File: src/rfb_pkg.sv
// shared constants and types of the receive frame filter and buffer ring
package rfb_pkg;
  localparam logic [7:0] OFS_CTRL = 8'h00;
  localparam logic [7:0] OFS_FIRST = 8'h04;
  localparam logic [7:0] OFS_END = 8'h08;
  localparam logic [7:0] OFS_WPTR = 8'h0c;
  localparam logic [7:0] OFS_RPTR = 8'h10;
  localparam logic [7:0] OFS_REL = 8'h14;
  localparam logic [7:0] OFS_STAT = 8'h18;
  localparam logic [7:0] OFS_STA_LO = 8'h1c;
  localparam logic [7:0] OFS_STA_HI = 8'h20;
  localparam logic [7:0] OFS_MC_LO = 8'h24;
  localparam logic [7:0] OFS_MC_HI = 8'h28;
  localparam int CTRL_RXEN = 0;
  localparam int CTRL_BCAST = 1;
  localparam int CTRL_MCAST = 2;
  localparam int CTRL_PROMISC = 3;
  localparam int CTRL_ERRACC = 4;
  localparam logic [4:0] CTRL_RST = 5'h00;
  localparam logic [7:0] FIRST_RST = 8'h40;
  localparam logic [7:0] END_RST = 8'h80;
  localparam logic [7:0] WPTR_RST = 8'h41;
  localparam logic [7:0] RPTR_RST = 8'h40;
  localparam logic [47:0] STA_RST = 48'h0;
  localparam logic [63:0] MC_RST = 64'h0;
  localparam logic [7:0] HDR_OFS = 8'h04;
  localparam logic [7:0] PAGE_LAST_OFS = 8'hff;
  localparam logic [15:0] RUNT_MIN = 16'h0040;
  localparam logic [15:0] DA_LAST_IDX = 16'h0005;
  localparam logic [5:0] PRE_BITS = 6'h3e;
  localparam logic [4:0] FCS_LAST = 5'h1f;
  localparam logic [31:0] CRC_POLY = 32'hedb88320;
  localparam logic [31:0] CRC_INIT = 32'hffffffff;
  localparam logic [31:0] CRC_RESIDUE = 32'hdebb20e3;
  localparam int STS_OK = 0;
  localparam int STS_CRC = 1;
  localparam int STS_ALIGN = 2;
  localparam int STS_RUNT = 3;
  localparam int STS_GROUP = 5;
  localparam logic [1:0] RESP_OKAY = 2'h0;
  localparam logic [1:0] RESP_SLVERR = 2'h2;
  typedef enum logic [4:0] {
    RX_IDLE = 5'h01,
    RX_SYNC = 5'h02,
    RX_DATA = 5'h04,
    RX_HEAD = 5'h08,
    RX_DROP = 5'h10
  } rfb_rx_e;
  typedef enum logic [4:0] {
    TX_IDLE = 5'h01,
    TX_PRE = 5'h02,
    TX_SFD = 5'h04,
    TX_DATA = 5'h08,
    TX_FCS = 5'h10
  } rfb_tx_e;
endpackage

File: src/rfb_crc_step.sv
// one serial step of the reflected 32-bit frame check register
`timescale 1ns/100ps
`default_nettype none
module rfb_crc_step
  import rfb_pkg::*;
(
  input wire logic [31:0] crc_in,
  input wire logic data_bit,
  output logic [31:0] crc_out
);
  assign crc_out = {1'b0, crc_in[31:1]} ^
                   ((crc_in[0] ^ data_bit) ? CRC_POLY : 32'h0);
endmodule
`default_nettype wire

File: src/rfb_tx_serial.sv
// transmit serializer: preamble, delimiter, data bytes, frame check
`timescale 1ns/100ps
`default_nettype none
module rfb_tx_serial
  import rfb_pkg::*;
(
  input wire logic aclk,
  input wire logic aresetn,
  input wire logic link_fall,
  input wire logic tx_valid,
  input wire logic [7:0] tx_byte,
  input wire logic tx_last,
  output logic tx_ready,
  output logic tx_en,
  output logic tx_data
);
  typedef struct packed {
    rfb_tx_e st;
    logic [5:0] cnt;
    logic [7:0] sh;
    logic [2:0] bitn;
    logic last;
    logic [31:0] crc;
    logic en;
    logic dout;
  } rfb_tx_s;

  rfb_tx_s s_r;
  rfb_tx_s s_nxt;
  logic take;
  logic cur_bit;
  logic [31:0] crc_stepped;

  assign take = link_fall && s_r.st == TX_DATA && s_r.bitn == 3'h0;
  assign tx_ready = take && tx_valid;
  assign cur_bit = (s_r.bitn == 3'h0) ? tx_byte[0] : s_r.sh[0];
  assign tx_en = s_r.en;
  assign tx_data = s_r.dout;

  rfb_crc_step u_crc (
    .crc_in(s_r.crc),
    .data_bit(cur_bit),
    .crc_out(crc_stepped)
  );

  always_comb begin
    s_nxt = s_r;
    if (link_fall) begin
      unique case (s_r.st)
        TX_IDLE: begin
          s_nxt.en = 1'b0;
          s_nxt.dout = 1'b0;
          if (tx_valid) begin
            s_nxt.st = TX_PRE;
            s_nxt.en = 1'b1;
            s_nxt.dout = 1'b1;
            s_nxt.cnt = 6'h01;
          end
        end
        TX_PRE: begin
          if (s_r.cnt == PRE_BITS) begin
            s_nxt.st = TX_SFD;
            s_nxt.dout = 1'b1;
          end else begin
            s_nxt.cnt = s_r.cnt + 6'h01;
            s_nxt.dout = ~s_r.dout;
          end
        end
        TX_SFD: begin
          s_nxt.st = TX_DATA;
          s_nxt.dout = 1'b1;
          s_nxt.bitn = 3'h0;
          s_nxt.crc = CRC_INIT;
        end
        TX_DATA: begin
          if (s_r.bitn == 3'h0 && !tx_valid) begin
            s_nxt.st = TX_FCS;
            s_nxt.cnt = 6'h01;
            s_nxt.dout = ~s_r.crc[0];
            s_nxt.crc = {1'b0, s_r.crc[31:1]};
          end else begin
            s_nxt.dout = cur_bit;
            s_nxt.crc = crc_stepped;
            s_nxt.bitn = s_r.bitn + 3'h1;
            if (s_r.bitn == 3'h0) begin
              s_nxt.sh = {1'b0, tx_byte[7:1]};
              s_nxt.last = tx_last;
            end else begin
              s_nxt.sh = {1'b0, s_r.sh[7:1]};
            end
            if (s_r.bitn == 3'h7 && s_r.last) begin
              s_nxt.st = TX_FCS;
              s_nxt.cnt = 6'h00;
            end
          end
        end
        TX_FCS: begin
          if (s_r.cnt > {1'b0, FCS_LAST}) begin
            s_nxt.st = TX_IDLE;
            s_nxt.en = 1'b0;
            s_nxt.dout = 1'b0;
          end else begin
            s_nxt.dout = ~s_r.crc[0];
            s_nxt.crc = {1'b0, s_r.crc[31:1]};
            s_nxt.cnt = s_r.cnt + 6'h01;
          end
        end
      endcase
      if (s_r.st == TX_DATA && s_r.bitn == 3'h7 && s_r.last) begin
        s_nxt.dout = cur_bit;
      end
    end
  end

  always_ff @(posedge aclk) begin
    if (!aresetn) begin
      s_r <= '0;
      s_r.st <= TX_IDLE;
    end else begin
      s_r <= s_nxt;
    end
  end
endmodule
`default_nettype wire

File: src/rfb_top.sv
// receive frame filter with buffer ring writer, axi4-lite registers
// Overview of operation
// - transmit sends 62 alternating one/zero preamble bits before delimiter.
// - receive drops preamble, aligns bytes at first two consecutive ones.
// - address with first bit zero accepted only on full station match or in promiscuous mode.
// - group address hashed to 6 bits selecting one of 64 filter bits.
// - all-ones destination is broadcast, its own acceptance class.
// - broadcast, multicast, promiscuous selectable, physical match always on; promiscuous takes all.
// - source address and length field stored unchanged, never interpreted.
// - transmit computes 32-bit ethernet crc and appends it.
// - receive runs same crc, fixed residue and at least 64 bytes mean good, else reject unless errored frames accepted.
// - frames stored in ring of contiguous 256-byte pages.
// - ring first and end pages are eight-bit software registers.
// - dma address reaching end page reloads with first page.
// - write page pointer marks frame start; dma reloads from it on error.
// - read page pointer marks oldest unread frame, advanced on removal.
// - new frame starts at write page, first four bytes left for header.
// - full page continues into next contiguous page, never skipping.
// - next page equal to end page continues at first page.
// - next page equal to read page aborts reception.
// - group frame other than broadcast accepted only when multicast is enabled and hashed filter bit is set, or in promiscuous mode.
// - good frame gets header, tail skipped, write page advanced.
// - rejected frame pages reclaimed unless errored frames accepted.
`timescale 1ns/100ps
`default_nettype none
module rfb_top
  import rfb_pkg::*;
(
  input wire logic aclk,
  input wire logic aresetn,
  input wire logic [7:0] s_axi_awaddr,
  input wire logic s_axi_awvalid,
  output logic s_axi_awready,
  input wire logic [31:0] s_axi_wdata,
  input wire logic [3:0] s_axi_wstrb,
  input wire logic s_axi_wvalid,
  output logic s_axi_wready,
  output logic [1:0] s_axi_bresp,
  output logic s_axi_bvalid,
  input wire logic s_axi_bready,
  input wire logic [7:0] s_axi_araddr,
  input wire logic s_axi_arvalid,
  output logic s_axi_arready,
  output logic [31:0] s_axi_rdata,
  output logic [1:0] s_axi_rresp,
  output logic s_axi_rvalid,
  input wire logic s_axi_rready,
  input wire logic link_clk,
  input wire logic rx_data,
  input wire logic rx_crs,
  output logic tx_en,
  output logic tx_data,
  input wire logic tx_valid,
  input wire logic [7:0] tx_byte,
  input wire logic tx_last,
  output logic tx_ready,
  output logic mem_we,
  output logic [15:0] mem_addr,
  output logic [7:0] mem_wdata
);
  typedef struct packed {
    logic [1:0] clk_s;
    logic [1:0] dat_s;
    logic [1:0] crs_s;
    logic clk_d;
    rfb_rx_e st;
    logic [7:0] sh;
    logic [2:0] bitn;
    logic prev_bit;
    logic [31:0] crc;
    logic [15:0] nbytes;
    logic [15:0] dma;
    logic [47:0] da;
    logic hit;
    logic grp;
    logic [1:0] hidx;
    logic [7:0] status;
    logic [7:0] nextp;
    logic we;
    logic [15:0] waddr;
    logic [7:0] wbyte;
    logic [4:0] ctrl;
    logic [7:0] first;
    logic [7:0] last;
    logic [7:0] wptr;
    logic [7:0] rptr;
    logic [47:0] sta;
    logic [63:0] mc;
    logic [15:0] nrx;
    logic [7:0] last_st;
    logic aw_got;
    logic w_got;
    logic [7:0] awaddr;
    logic [31:0] wd;
    logic [3:0] ws;
    logic bvalid;
    logic [1:0] bresp;
    logic rvalid;
    logic [31:0] rdata;
    logic [1:0] rresp;
  } rfb_top_s;

  rfb_top_s st_r;
  rfb_top_s st_nxt;
  logic link_rise;
  logic link_fall;
  logic cur_bit;
  logic crs;
  logic [31:0] crc_stepped;

  assign link_rise = st_r.clk_s[1] && !st_r.clk_d;
  assign link_fall = !st_r.clk_s[1] && st_r.clk_d;
  assign cur_bit = st_r.dat_s[1];
  assign crs = st_r.crs_s[1];

  assign s_axi_awready = !st_r.aw_got && !st_r.bvalid;
  assign s_axi_wready = !st_r.w_got && !st_r.bvalid;
  assign s_axi_bvalid = st_r.bvalid;
  assign s_axi_bresp = st_r.bresp;
  assign s_axi_arready = !st_r.rvalid;
  assign s_axi_rvalid = st_r.rvalid;
  assign s_axi_rdata = st_r.rdata;
  assign s_axi_rresp = st_r.rresp;
  assign mem_we = st_r.we;
  assign mem_addr = st_r.waddr;
  assign mem_wdata = st_r.wbyte;

  rfb_crc_step u_rx_crc (
    .crc_in(st_r.crc),
    .data_bit(cur_bit),
    .crc_out(crc_stepped)
  );

  rfb_tx_serial u_tx (
    .aclk(aclk),
    .aresetn(aresetn),
    .link_fall(link_fall),
    .tx_valid(tx_valid),
    .tx_byte(tx_byte),
    .tx_last(tx_last),
    .tx_ready(tx_ready),
    .tx_en(tx_en),
    .tx_data(tx_data)
  );

  function automatic logic [31:0] lane(input logic [31:0] old,
                                       input logic [31:0] nw,
                                       input logic [3:0] strb);
    logic [31:0] r;
    r = old;
    for (int i = 0; i < 4; i++) begin
      if (strb[i]) begin
        r[8*i +: 8] = nw[8*i +: 8];
      end
    end
    return r;
  endfunction

  // page after p inside the ring
  function automatic logic [7:0] step_page(input logic [7:0] p,
                                           input logic [7:0] first,
                                           input logic [7:0] last);
    logic [7:0] q;
    q = p + 8'h01;
    return (q == last) ? first : q;
  endfunction

  always_comb begin
    logic [31:0] w32;
    logic [7:0] byte_in;
    logic [47:0] da_new;
    logic [7:0] np;
    logic bcast;
    logic phys_ok;
    logic mc_ok;
    logic crc_ok;
    logic runt;
    logic align;
    logic [7:0] sts;
    w32 = 32'h0;
    byte_in = 8'h0;
    da_new = 48'h0;
    np = 8'h0;
    bcast = 1'b0;
    phys_ok = 1'b0;
    mc_ok = 1'b0;
    crc_ok = 1'b0;
    runt = 1'b0;
    align = 1'b0;
    sts = 8'h0;
    st_nxt = st_r;
    st_nxt.clk_s = {st_r.clk_s[0], link_clk};
    st_nxt.dat_s = {st_r.dat_s[0], rx_data};
    st_nxt.crs_s = {st_r.crs_s[0], rx_crs};
    st_nxt.clk_d = st_r.clk_s[1];
    st_nxt.we = 1'b0;

    // register bus, write side
    if (s_axi_awvalid && s_axi_awready) begin
      st_nxt.aw_got = 1'b1;
      st_nxt.awaddr = s_axi_awaddr;
    end
    if (s_axi_wvalid && s_axi_wready) begin
      st_nxt.w_got = 1'b1;
      st_nxt.wd = s_axi_wdata;
      st_nxt.ws = s_axi_wstrb;
    end
    if (st_r.aw_got && st_r.w_got) begin
      st_nxt.aw_got = 1'b0;
      st_nxt.w_got = 1'b0;
      st_nxt.bvalid = 1'b1;
      st_nxt.bresp = RESP_OKAY;
      unique case ({st_r.awaddr[7:2], 2'h0})
        OFS_CTRL: begin
          w32 = lane({27'h0, st_r.ctrl}, st_r.wd, st_r.ws);
          st_nxt.ctrl = w32[4:0];
        end
        OFS_FIRST: begin
          w32 = lane({24'h0, st_r.first}, st_r.wd, st_r.ws);
          st_nxt.first = w32[7:0];
        end
        OFS_END: begin
          w32 = lane({24'h0, st_r.last}, st_r.wd, st_r.ws);
          st_nxt.last = w32[7:0];
        end
        OFS_WPTR: begin
          w32 = lane({24'h0, st_r.wptr}, st_r.wd, st_r.ws);
          st_nxt.wptr = w32[7:0];
        end
        OFS_RPTR: begin
          w32 = lane({24'h0, st_r.rptr}, st_r.wd, st_r.ws);
          st_nxt.rptr = w32[7:0];
        end
        OFS_REL: begin
          st_nxt.rptr = step_page(st_r.rptr, st_r.first, st_r.last);
        end
        OFS_STA_LO: st_nxt.sta[31:0] = lane(st_r.sta[31:0], st_r.wd, st_r.ws);
        OFS_STA_HI: begin
          w32 = lane({16'h0, st_r.sta[47:32]}, st_r.wd, st_r.ws);
          st_nxt.sta[47:32] = w32[15:0];
        end
        OFS_MC_LO: st_nxt.mc[31:0] = lane(st_r.mc[31:0], st_r.wd, st_r.ws);
        OFS_MC_HI: st_nxt.mc[63:32] = lane(st_r.mc[63:32], st_r.wd, st_r.ws);
        OFS_STAT: st_nxt.bresp = RESP_SLVERR;
        default: st_nxt.bresp = RESP_SLVERR;
      endcase
    end
    if (st_r.bvalid && s_axi_bready) begin
      st_nxt.bvalid = 1'b0;
    end

    // register bus, read side
    if (s_axi_arvalid && s_axi_arready) begin
      st_nxt.rvalid = 1'b1;
      st_nxt.rresp = RESP_OKAY;
      unique case ({s_axi_araddr[7:2], 2'h0})
        OFS_CTRL: st_nxt.rdata = {27'h0, st_r.ctrl};
        OFS_FIRST: st_nxt.rdata = {24'h0, st_r.first};
        OFS_END: st_nxt.rdata = {24'h0, st_r.last};
        OFS_WPTR: st_nxt.rdata = {24'h0, st_r.wptr};
        OFS_RPTR: st_nxt.rdata = {24'h0, st_r.rptr};
        OFS_REL: st_nxt.rdata = 32'h0;
        OFS_STAT: st_nxt.rdata = {st_r.nrx, st_r.last_st, 7'h0,
                                  st_r.st != RX_IDLE};
        OFS_STA_LO: st_nxt.rdata = st_r.sta[31:0];
        OFS_STA_HI: st_nxt.rdata = {16'h0, st_r.sta[47:32]};
        OFS_MC_LO: st_nxt.rdata = st_r.mc[31:0];
        OFS_MC_HI: st_nxt.rdata = st_r.mc[63:32];
        default: begin
          st_nxt.rdata = 32'h0;
          st_nxt.rresp = RESP_SLVERR;
        end
      endcase
    end
    if (st_r.rvalid && s_axi_rready) begin
      st_nxt.rvalid = 1'b0;
    end

    // receive path; hardware updates follow software writes and win
    unique case (st_r.st)
      RX_IDLE: begin
        if (crs && st_r.ctrl[CTRL_RXEN]) begin
          st_nxt.st = RX_SYNC;
          st_nxt.prev_bit = 1'b0;
        end
      end
      RX_SYNC: begin
        if (!crs) begin
          st_nxt.st = RX_IDLE;
        end else if (link_rise) begin
          st_nxt.prev_bit = cur_bit;
          if (cur_bit && st_r.prev_bit) begin
            st_nxt.st = RX_DATA;
            st_nxt.crc = CRC_INIT;
            st_nxt.bitn = 3'h0;
            st_nxt.nbytes = 16'h0;
            st_nxt.hit = 1'b0;
            st_nxt.dma = {st_r.wptr, HDR_OFS};
          end
        end
      end
      RX_DATA: begin
        if (!crs) begin
          crc_ok = st_r.crc == CRC_RESIDUE;
          runt = st_r.nbytes < RUNT_MIN;
          align = st_r.bitn != 3'h0 && !crc_ok;
          sts[STS_OK] = crc_ok && !runt;
          sts[STS_CRC] = !crc_ok && !align;
          sts[STS_ALIGN] = align;
          sts[STS_RUNT] = runt;
          sts[STS_GROUP] = st_r.grp;
          st_nxt.status = sts;
          st_nxt.nextp = (st_r.dma[7:0] == 8'h00) ? st_r.dma[15:8] :
                         step_page(st_r.dma[15:8], st_r.first, st_r.last);
          st_nxt.hidx = 2'h0;
          // rejected frames leave the write page alone
          if (st_r.hit && (sts[STS_OK] || st_r.ctrl[CTRL_ERRACC])) begin
            st_nxt.st = RX_HEAD;
          end else begin
            st_nxt.st = RX_IDLE;
          end
        end else if (link_rise) begin
          st_nxt.crc = crc_stepped;
          st_nxt.sh = {cur_bit, st_r.sh[7:1]};
          st_nxt.bitn = st_r.bitn + 3'h1;
          if (st_r.bitn == 3'h7) begin
            byte_in = {cur_bit, st_r.sh[7:1]};
            // every byte, source and length included, is stored raw
            st_nxt.we = 1'b1;
            st_nxt.waddr = st_r.dma;
            st_nxt.wbyte = byte_in;
            st_nxt.nbytes = st_r.nbytes + 16'h0001;
            st_nxt.dma = st_r.dma + 16'h0001;
            if (st_r.nbytes <= DA_LAST_IDX) begin
              da_new = {byte_in, st_r.da[47:8]};
              st_nxt.da = da_new;
            end
            if (st_r.nbytes == DA_LAST_IDX) begin
              bcast = &da_new;
              phys_ok = !da_new[0] && da_new == st_r.sta;
              mc_ok = da_new[0] && !bcast &&
                      st_r.ctrl[CTRL_MCAST] &&
                      st_r.mc[crc_stepped[31:26]];
              st_nxt.grp = da_new[0];
              st_nxt.hit = st_r.ctrl[CTRL_PROMISC] || phys_ok || mc_ok ||
                           (bcast && st_r.ctrl[CTRL_BCAST]);
              if (!st_nxt.hit) begin
                st_nxt.st = RX_DROP;
              end
            end
            if (st_r.dma[7:0] == PAGE_LAST_OFS) begin
              np = step_page(st_r.dma[15:8], st_r.first,
                             st_r.last);
              st_nxt.dma = {np, 8'h00};
              if (np == st_r.rptr) begin
                st_nxt.st = RX_DROP;
              end
            end
          end
        end
      end
      RX_HEAD: begin
        st_nxt.we = 1'b1;
        st_nxt.waddr = {st_r.wptr, 6'h00, st_r.hidx};
        unique case (st_r.hidx)
          2'h0: st_nxt.wbyte = st_r.status;
          2'h1: st_nxt.wbyte = st_r.nextp;
          2'h2: st_nxt.wbyte = st_r.nbytes[7:0];
          2'h3: st_nxt.wbyte = st_r.nbytes[15:8];
        endcase
        st_nxt.hidx = st_r.hidx + 2'h1;
        if (st_r.hidx == 2'h3) begin
          st_nxt.wptr = st_r.nextp;
          st_nxt.nrx = st_r.nrx + 16'h0001;
          st_nxt.last_st = st_r.status;
          st_nxt.st = RX_IDLE;
        end
      end
      RX_DROP: begin
        if (!crs) begin
          st_nxt.st = RX_IDLE;
        end
      end
    endcase
  end

  always_ff @(posedge aclk) begin
    if (!aresetn) begin
      st_r <= '0;
      st_r.st <= RX_IDLE;
      st_r.ctrl <= CTRL_RST;
      st_r.first <= FIRST_RST;
      st_r.last <= END_RST;
      st_r.wptr <= WPTR_RST;
      st_r.rptr <= RPTR_RST;
      st_r.sta <= STA_RST;
      st_r.mc <= MC_RST;
    end else begin
      st_r <= st_nxt;
    end
  end
endmodule
`default_nettype wire

File: config.mk
export PLATFORM = sky130hd
export DESIGN_NAME = rfb_top
export DESIGN_NICKNAME = d
export VERILOG_FILES = /design/src/rfb_pkg.sv /design/src/rfb_crc_step.sv /design/src/rfb_tx_serial.sv /design/src/rfb_top.sv
export SDC_FILE = /design/constraint.sdc
export NUM_CORES = 1
export LEC_CHECK = 0
export ABC_AREA = 1
export BUFFER_PORTS_ARGS = -buffer_cell sky130_fd_sc_hd__buf_2
export CORE_UTILIZATION = 25
export CTS_BUF_LIST = sky130_fd_sc_hd__clkbuf_16
export DETAILED_ROUTE_END_ITERATION = 12
export PLACE_DENSITY = 0.38
export RECOVER_POWER = 100
export SETUP_SLACK_MARGIN = 0.05
export SYNTH_ARGS = -nofsm -noshare
export SYNTH_HDL_FRONTEND = slang
export SYNTH_SLANG_ARGS = --single-unit
File: constraint.sdc
create_clock -name aclk -period 4.07 [get_ports aclk]
set_input_delay 0.407 -clock aclk [delete_from_list [all_inputs] [get_ports aclk]]
set_output_delay 0.407 -clock aclk [all_outputs]
set_load 0.005 [all_outputs]
Word-level counts from Yosys, hierarchy flattened

Index checks and enable logic that the tools add are counted.
W data, S select, Z words.

Register bits: 488
Bits in latches: 0
RAM bits: 0
Memory bits (read-only): 0
Bits of input ports: 72
Output and inout bits: 69
Word-level logic and storage cells: 354
Memories: 0

Add/sub/neg operators: 9
Multiply operators: 0
Div/mod/pow operators: 0
$lt $le $gt $ge: 4
Equality and inequality tests: 66
Shift operators: 0
Mux-type cells: 106
Bitwise gates (word level): 9
Reductions and logical operators: 101

Operators with widths:

| operator                | count |
|---|---|
| $pmux W32 S10           | 1 |
| $mux W48                | 6 |
| $mux W114               | 2 |
| $mux W32                | 7 |
| $mux W8                 | 22 |
| $mux W68                | 2 |
| $mux W128               | 1 |
| $pmux W64 S2            | 1 |
| $pmux W32 S3            | 1 |
| $mux W82                | 1 |
| $mux W25                | 3 |
| $mux W5                 | 14 |
| $reduce_and A3 Y1       | 23 |
| $mux W64                | 1 |
| $xor A31 B32 Y32        | 2 |
| $pmux W25 S2            | 1 |
| $pmux W5 S5             | 2 |
| $add A16 B1 Y16 const B | 3 |
| $eq A48 B48 Y1          | 1 |
| $mux W16                | 3 |
| $reduce_and A48 Y1      | 1 |
| $eq A6 B3 Y1 const B    | 7 |
| $eq A6 B4 Y1 const B    | 6 |
| $mux W11                | 3 |
| other kinds (63)        | 181 |

Logic depth before layout (Yosys ltp)

Word-level depth: 21
Mapped depth: 22
Gate-level depth less buffers: 21

Hierarchy

From an unflattened synthesis, not the netlist that was laid out.

Cells, all modules: 3516
Area, all modules: 24237.0 um^2

Modules (own cells, without submodules):

| module        | times used | cells an instance | area an instance (um^2) | sequential area each (um^2) |
|---|---|---|---|---|
| rfb_top       | 1          | 2930              | 20417.1                 | 8388.0 |
| rfb_tx_serial | 1          | 424               | 2919.0                  | 1121.1 |
| rfb_crc_step  | 2          | 81                | 450.4                   | 0.0 |

Least setup slack after synthesis

OpenSTA, ideal clock, no wires.

Path kind: register to register
Start: reg st_r[359] (netlist bit)
End: reg st_r[428] (netlist bit)
Setup time: 132 ps
Arrival: 2100 ps
Data required time: 3938 ps
Path slack: 1838 ps
Stages on the path, launching flop included: 20
Period minus slack after synthesis: 2232 ps
Cells stage by stage: dfxtp_1 -> ha_1 -> nand3_1 -> nor2_1 -> nand2_1 -> nand3_1 -> nand2_1 -> nor2_2 -> nand3_2 -> buf_6 -> nand2_1 -> nand2_1 -> nand2_1 -> nand3_1 -> nor2_1 -> nand3_1 -> nand3_1 -> nand2_1 -> nand2_1 -> a21oi_1

Word-level cells in the longest chain between the ends: 10

RTL lines:

| element                | line           | text |
|---|---|---|
| from (decl)            | rfb_top.sv:103 | `rfb_top_s st_r;` |
| from (signal assigned) | rfb_top.sv:399 | `st_r <= st_nxt;` |
| $add A8 B1 Y8 *        | rfb_top.sv:164 | `q = p + 8'h01;` |
| $eq A8 B8 Y1           | rfb_top.sv:165 | `return (q == last) ? first : q;` |
| $mux W8 *              | rfb_top.sv:165 |  |
| $eq A8 B8 Y1 *         | rfb_top.sv:355 | `if (np == st_r.rptr) begin` |
| $mux W5 *              | rfb_top.sv:355 |  |
| $mux W5 *              | rfb_top.sv:351 | `if (st_r.dma[7:0] == PAGE_LAST_OFS) begin` |
| $mux W5 *              | rfb_top.sv:326 | `if (st_r.bitn == 3'h7) begin` |
| $mux W16 *             | rfb_top.sv:322 | `end else if (link_rise) begin` |
| $mux W5 *              | rfb_top.sv:303 | `if (!crs) begin` |
| $pmux W5 S5 *          | rfb_top.sv:280 | `unique case (st_r.st)` |

Mark *: on every way between the ends. The rest lies on a longest branch, timed or not. The select of a mux whose other input is x is not followed.
A chain may end at the register's enable or synchronous reset.

Worst setup path in the final report

Start: reg st_r[427] (netlist bit)
End: reg st_r[371] (netlist bit)

Word-level cells in the longest chain between the ends: 3
Elaborated cells on any way between the ends: 11

RTL lines:

| element |
|---|
| $eq A5 B3 Y1 or $eq A5 B2 Y1 (tied branches) |
| $ne A2 B2 Y1 (no source line) or $reduce_bool A2 Y1 (tied branches) |
| $reduce_and A7 Y1 (no source line) |

Several ways; a longest one is shown, not always the timed one.

==> results.sh <==
export IMPL_outcome="finished with violations"
export IMPL_violations="capacitance limit, slew limit"
export IMPL_clock_power_share_pct=49.1
export IMPL_core_area_mm2=0.0917
export IMPL_worstPathCellList="inv_1, nand2_1, nor4_2, inv_1, nor2_1, inv_2, nor2_2, inv_2, a21oi_1, clkbuf_1, inv_1, a21oi_1, o21a_1"
export IMPL_ctsResizeCount=0
export IMPL_setup_viol=0
export IMPL_synth_most_common_cell="nand2_1"
export IMPL_grt_use_total_pct=18.8
export IMPL_clk_latency_ns=0.66
export IMPL_hpwlAfterDp_mm=65.8
export IMPL_crit_arrival_ns=4.03
export IMPL_cts_tree="done"
export IMPL_place_port_buffers=134
export IMPL_final_cells=4545
export IMPL_gp_congestion=0.894
export IMPL_timing_rr_start="st_r[427]$_SDFFE_PN0P_"
export IMPL_synth_main_ff_cell="dfxtp_1"
export IMPL_grt_pass1_wl_mm=135
export IMPL_placed_cells=4397
export IMPL_synth_area_leader_cell="dfxtp_1"
export IMPL_num_antenna_cells=0
export IMPL_r2r_setup_slack_ns=0.64
export IMPL_rows=111
export IMPL_vias=22000
export IMPL_overflow=0
export IMPL_min_path_type="input port to register"
export IMPL_crit_slowest_cell="nor4_2"
export IMPL_syn_area_per_cell_um2=7.11
export IMPL_route_detailed_wl_per_inst_um=19.7
export IMPL_async_flop_share_pct=0
export IMPL_fp_dieH_um=306
export IMPL_crit_top_cell="inv_1"
export IMPL_setup_ws_ns=0.635
export IMPL_comb_power_share_pct=5.0
export IMPL_grt_max_degree=100
export IMPL_initial_core_util_pct=25.2
export IMPL_internal_power_mw=7.77
export IMPL_pwr_share_seq_pct=45.9
export IMPL_yosys_area_top_type_share_pct=41.1
export IMPL_antenna_found_initial=0
export IMPL_fin_tns_setup_ns=0
export IMPL_p_leak_nw=9.90
export IMPL_drc_errors=0
export IMPL_rsz0062_at_grt="no"
export IMPL_htree_levels=2
export IMPL_cts_path_max_buffers=3
export IMPL_worstHoldStart="s_axi_wdata[31]"
export IMPL_min_period_ns=3.43
export IMPL_clk_pin_slew_ns=0.06
export IMPL_final_nets=3402
export IMPL_netlist_area_mm2=0.0231
export IMPL_endpoint_kind="register"
export IMPL_grt_pass1_vias=21000
export IMPL_hold_path_depth=3
export IMPL_root_buffer="clkbuf_16"
export IMPL_slowest_delay_ns=0.51
export IMPL_synth_yosys_warnings=0
export IMPL_die_area_mm2=0.0937
export IMPL_fmaxAchievable_ghz=0.291
export IMPL_synthTopCellsByArea="dfxtp_1, nand2_1, o21ai_0, a21oi_1, inv_1"
export IMPL_ant_nets=0
export IMPL_synth_seq_cells=475
export IMPL_hold_viol=0
export IMPL_p_sw_mw=2.70
export IMPL_peakVddDrop_uv=359
export IMPL_maxSlewHeadroom_pct=-93.8
export IMPL_worstMarginPinSlew_ns=2.91
export IMPL_vias_per_cell=4.85
export IMPL_ys_seq_area_share_pct=41.1
export IMPL_drv_cap=5
export IMPL_synthTopCellsByCount="nand2_1, dfxtp_1, inv_1"
export IMPL_reg2reg_depth=13
export IMPL_netSwitchingFraction_pct=25.8
export IMPL_critPathKind="register to register"
export IMPL_postCtsHoldBufs=38
export IMPL_drtIter0Drc=1576
export IMPL_ys_types=59
export IMPL_place_ws_ns=0.839
export IMPL_period_share_pct=84.4
export IMPL_power_density_mw_per_mm2=394
export IMPL_critical_path_required_ns=4.66
export IMPL_r2r_end="st_r[371]$_SDFFE_PN0P_"
export IMPL_firstDrtPassIters=5
export IMPL_drive_gt1_share_pct=8.04
export IMPL_netlist_instances=3254
export IMPL_path_max_fanout=15
export IMPL_fp_dieW_um=306
export IMPL_cts_sinks=475
export IMPL_boundaryPins=141
export IMPL_areaGrowthSynthToFinish_pct=15.0
export IMPL_synth_edf_count=0
export IMPL_startpoint_type="register"
export IMPL_clock_skew_ns=0.0462
export IMPL_cts_setup_buffers=0
export IMPL_totalWireLength_mm=89.7
export IMPL_slew_violations=201
export IMPL_min_to="st_r[73]$_SDFFE_PN0P_"
export IMPL_numCtsBuffers=59
power groups by stage:
stage                     Combinational [mW]  Sequential (mW)  Clock, mW
after global routing                   0.588             4.81       5.52
after detailed placement               0.506             4.91          0
final                                  0.525             4.80       5.14
after CTS                              0.535             4.80       5.31
after global placement                 0.506             4.91          0
after floorplan                        0.313             4.85          0
worst max path at each step:
stage | start | to | slack (ns) | cells past startpoint
floorplan | st_r[359]$_SDFFE_PN0P_ | st_r[428]$_SDFFE_PN0P_ | 1.84 | 19
detailed placement | cur_bit$_SDFF_PN0_ | st_r[429]$_SDFFE_PN0P_ | 0.84 | 20
finish | st_r[427]$_SDFFE_PN0P_ | st_r[371]$_SDFFE_PN0P_ | 0.64 | 13
global placement | cur_bit$_SDFF_PN0_ | st_r[429]$_SDFFE_PN0P_ | 0.82 | 20
CTS | cur_bit$_SDFF_PN0_ | st_r[429]$_SDFFE_PN0P_ | 0.84 | 20
global route | st_r[299]$_SDFFE_PN0P_ | st_r[106]$_SDFFE_PN0P_ | 0.26 | 16
registers in the layout (all words and copies together) (netlist names):
signal	count
u_tx.tx_data	1
s_axi_rdata	32
s_axi_bvalid	1
s_axi_rvalid	1
crs	1
st_r	352
mem_wdata	8
st_nxt	4
u_tx.tx_en	1
u_tx.s_r	54
s_axi_rresp	1
cur_bit	1
s_axi_bresp	1
mem_we	1
mem_addr	16
kinds of logic after synthesis:
| family | Yosys count | synth area share [%] |
|---|---|---|
| other cells | 1 | 0.0162 |
| compound gates | 940 | 23.1 |
| simple gates | 1157 | 22.1 |
| fa+ha+maj | 20 | 1.08 |
| buf+inv | 637 | 11.7 |
| flops | 475 | 41.1 |
| mux | 4 | 0.173 |
| xor+xnor | 20 | 0.758 |
layout make-up:
| type | count | area [um^2] |
|---|---|---|
| fillers | 10200 | 65100 |
| repair buffers | 220 | 1340 |
| flip-flops and latches | 475 | 9510 |
| well taps | 1186 | 1480 |
| inverters | 411 | 1550 |
| clock buffers | 59 | 1480 |
| clock inverters | 51 | 394 |
| multi-input cells | 2143 | 10800 |
through the flow:
step	hold slack, ns	util, %	cell area [um^2]	power, mW
4_1_cts	0.0113	29.2	26800	10.6
6_report	0.0448	29.0	26600	10.5
3_3_place_gp	0.408	26.8	24500	5.41
5_1_grt	0.0530	29.0	26600	10.9
3_5_place_dp	0.404	26.8	24500	5.41
2_1_floorplan	0.390	-	23100	5.16
critical path, delay by kind of cell, from the launching register on:
family                 cells  cell delay, ns
buffers and inverters      6            1.54
and+or+nand+nor            4            1.05
AOI/OAI and AO/OA          3            0.46
DFF                        1            0.33
routing by layer:
layer / vias up / share of wire, % / global-route usage [%]
li1: 11100 / - / -
met1: 10400 / 47 / 25.8
met2: 447 / 46 / 30.8
met3: 117 / 4.0 / 2.39
met4: 0 / 2.6 / 5.37
met5: - / 0 / 0
cells in the final DEF, fill, tap and decap left out, types with 14 or more instances in the layout:
master | Yosys | final
clkbuf_1 | 126 | 58
a211oi_1 | 37 | 38
a21oi_1 | 337 | 337
buf_2 | 23 | 87
inv_2 | 19 | 15
nand3_1 | 195 | 196
nand2_1 | 488 | 489
o21ai_0 | 356 | 358
dfxtp_1 | 475 | 475
dlygate4sd3_1 | 0 | 38
nor3_1 | 36 | 39
inv_1 | 386 | 402
clkbuf_16 | 0 | 59
nor4_1 | 14 | 16
nor2_1 | 304 | 309
a31oi_1 | 23 | 23
xor2_1 | 17 | 17
o22ai_1 | 47 | 47
a221oi_1 | 53 | 53
buf_4 | 68 | 32
nand4_1 | 62 | 62
ha_1 | 20 | 20
clkinv_2 | 2 | 20
nor2_2 | 16 | 14
o211ai_1 | 41 | 41
(Power assumes the default switching activity.)
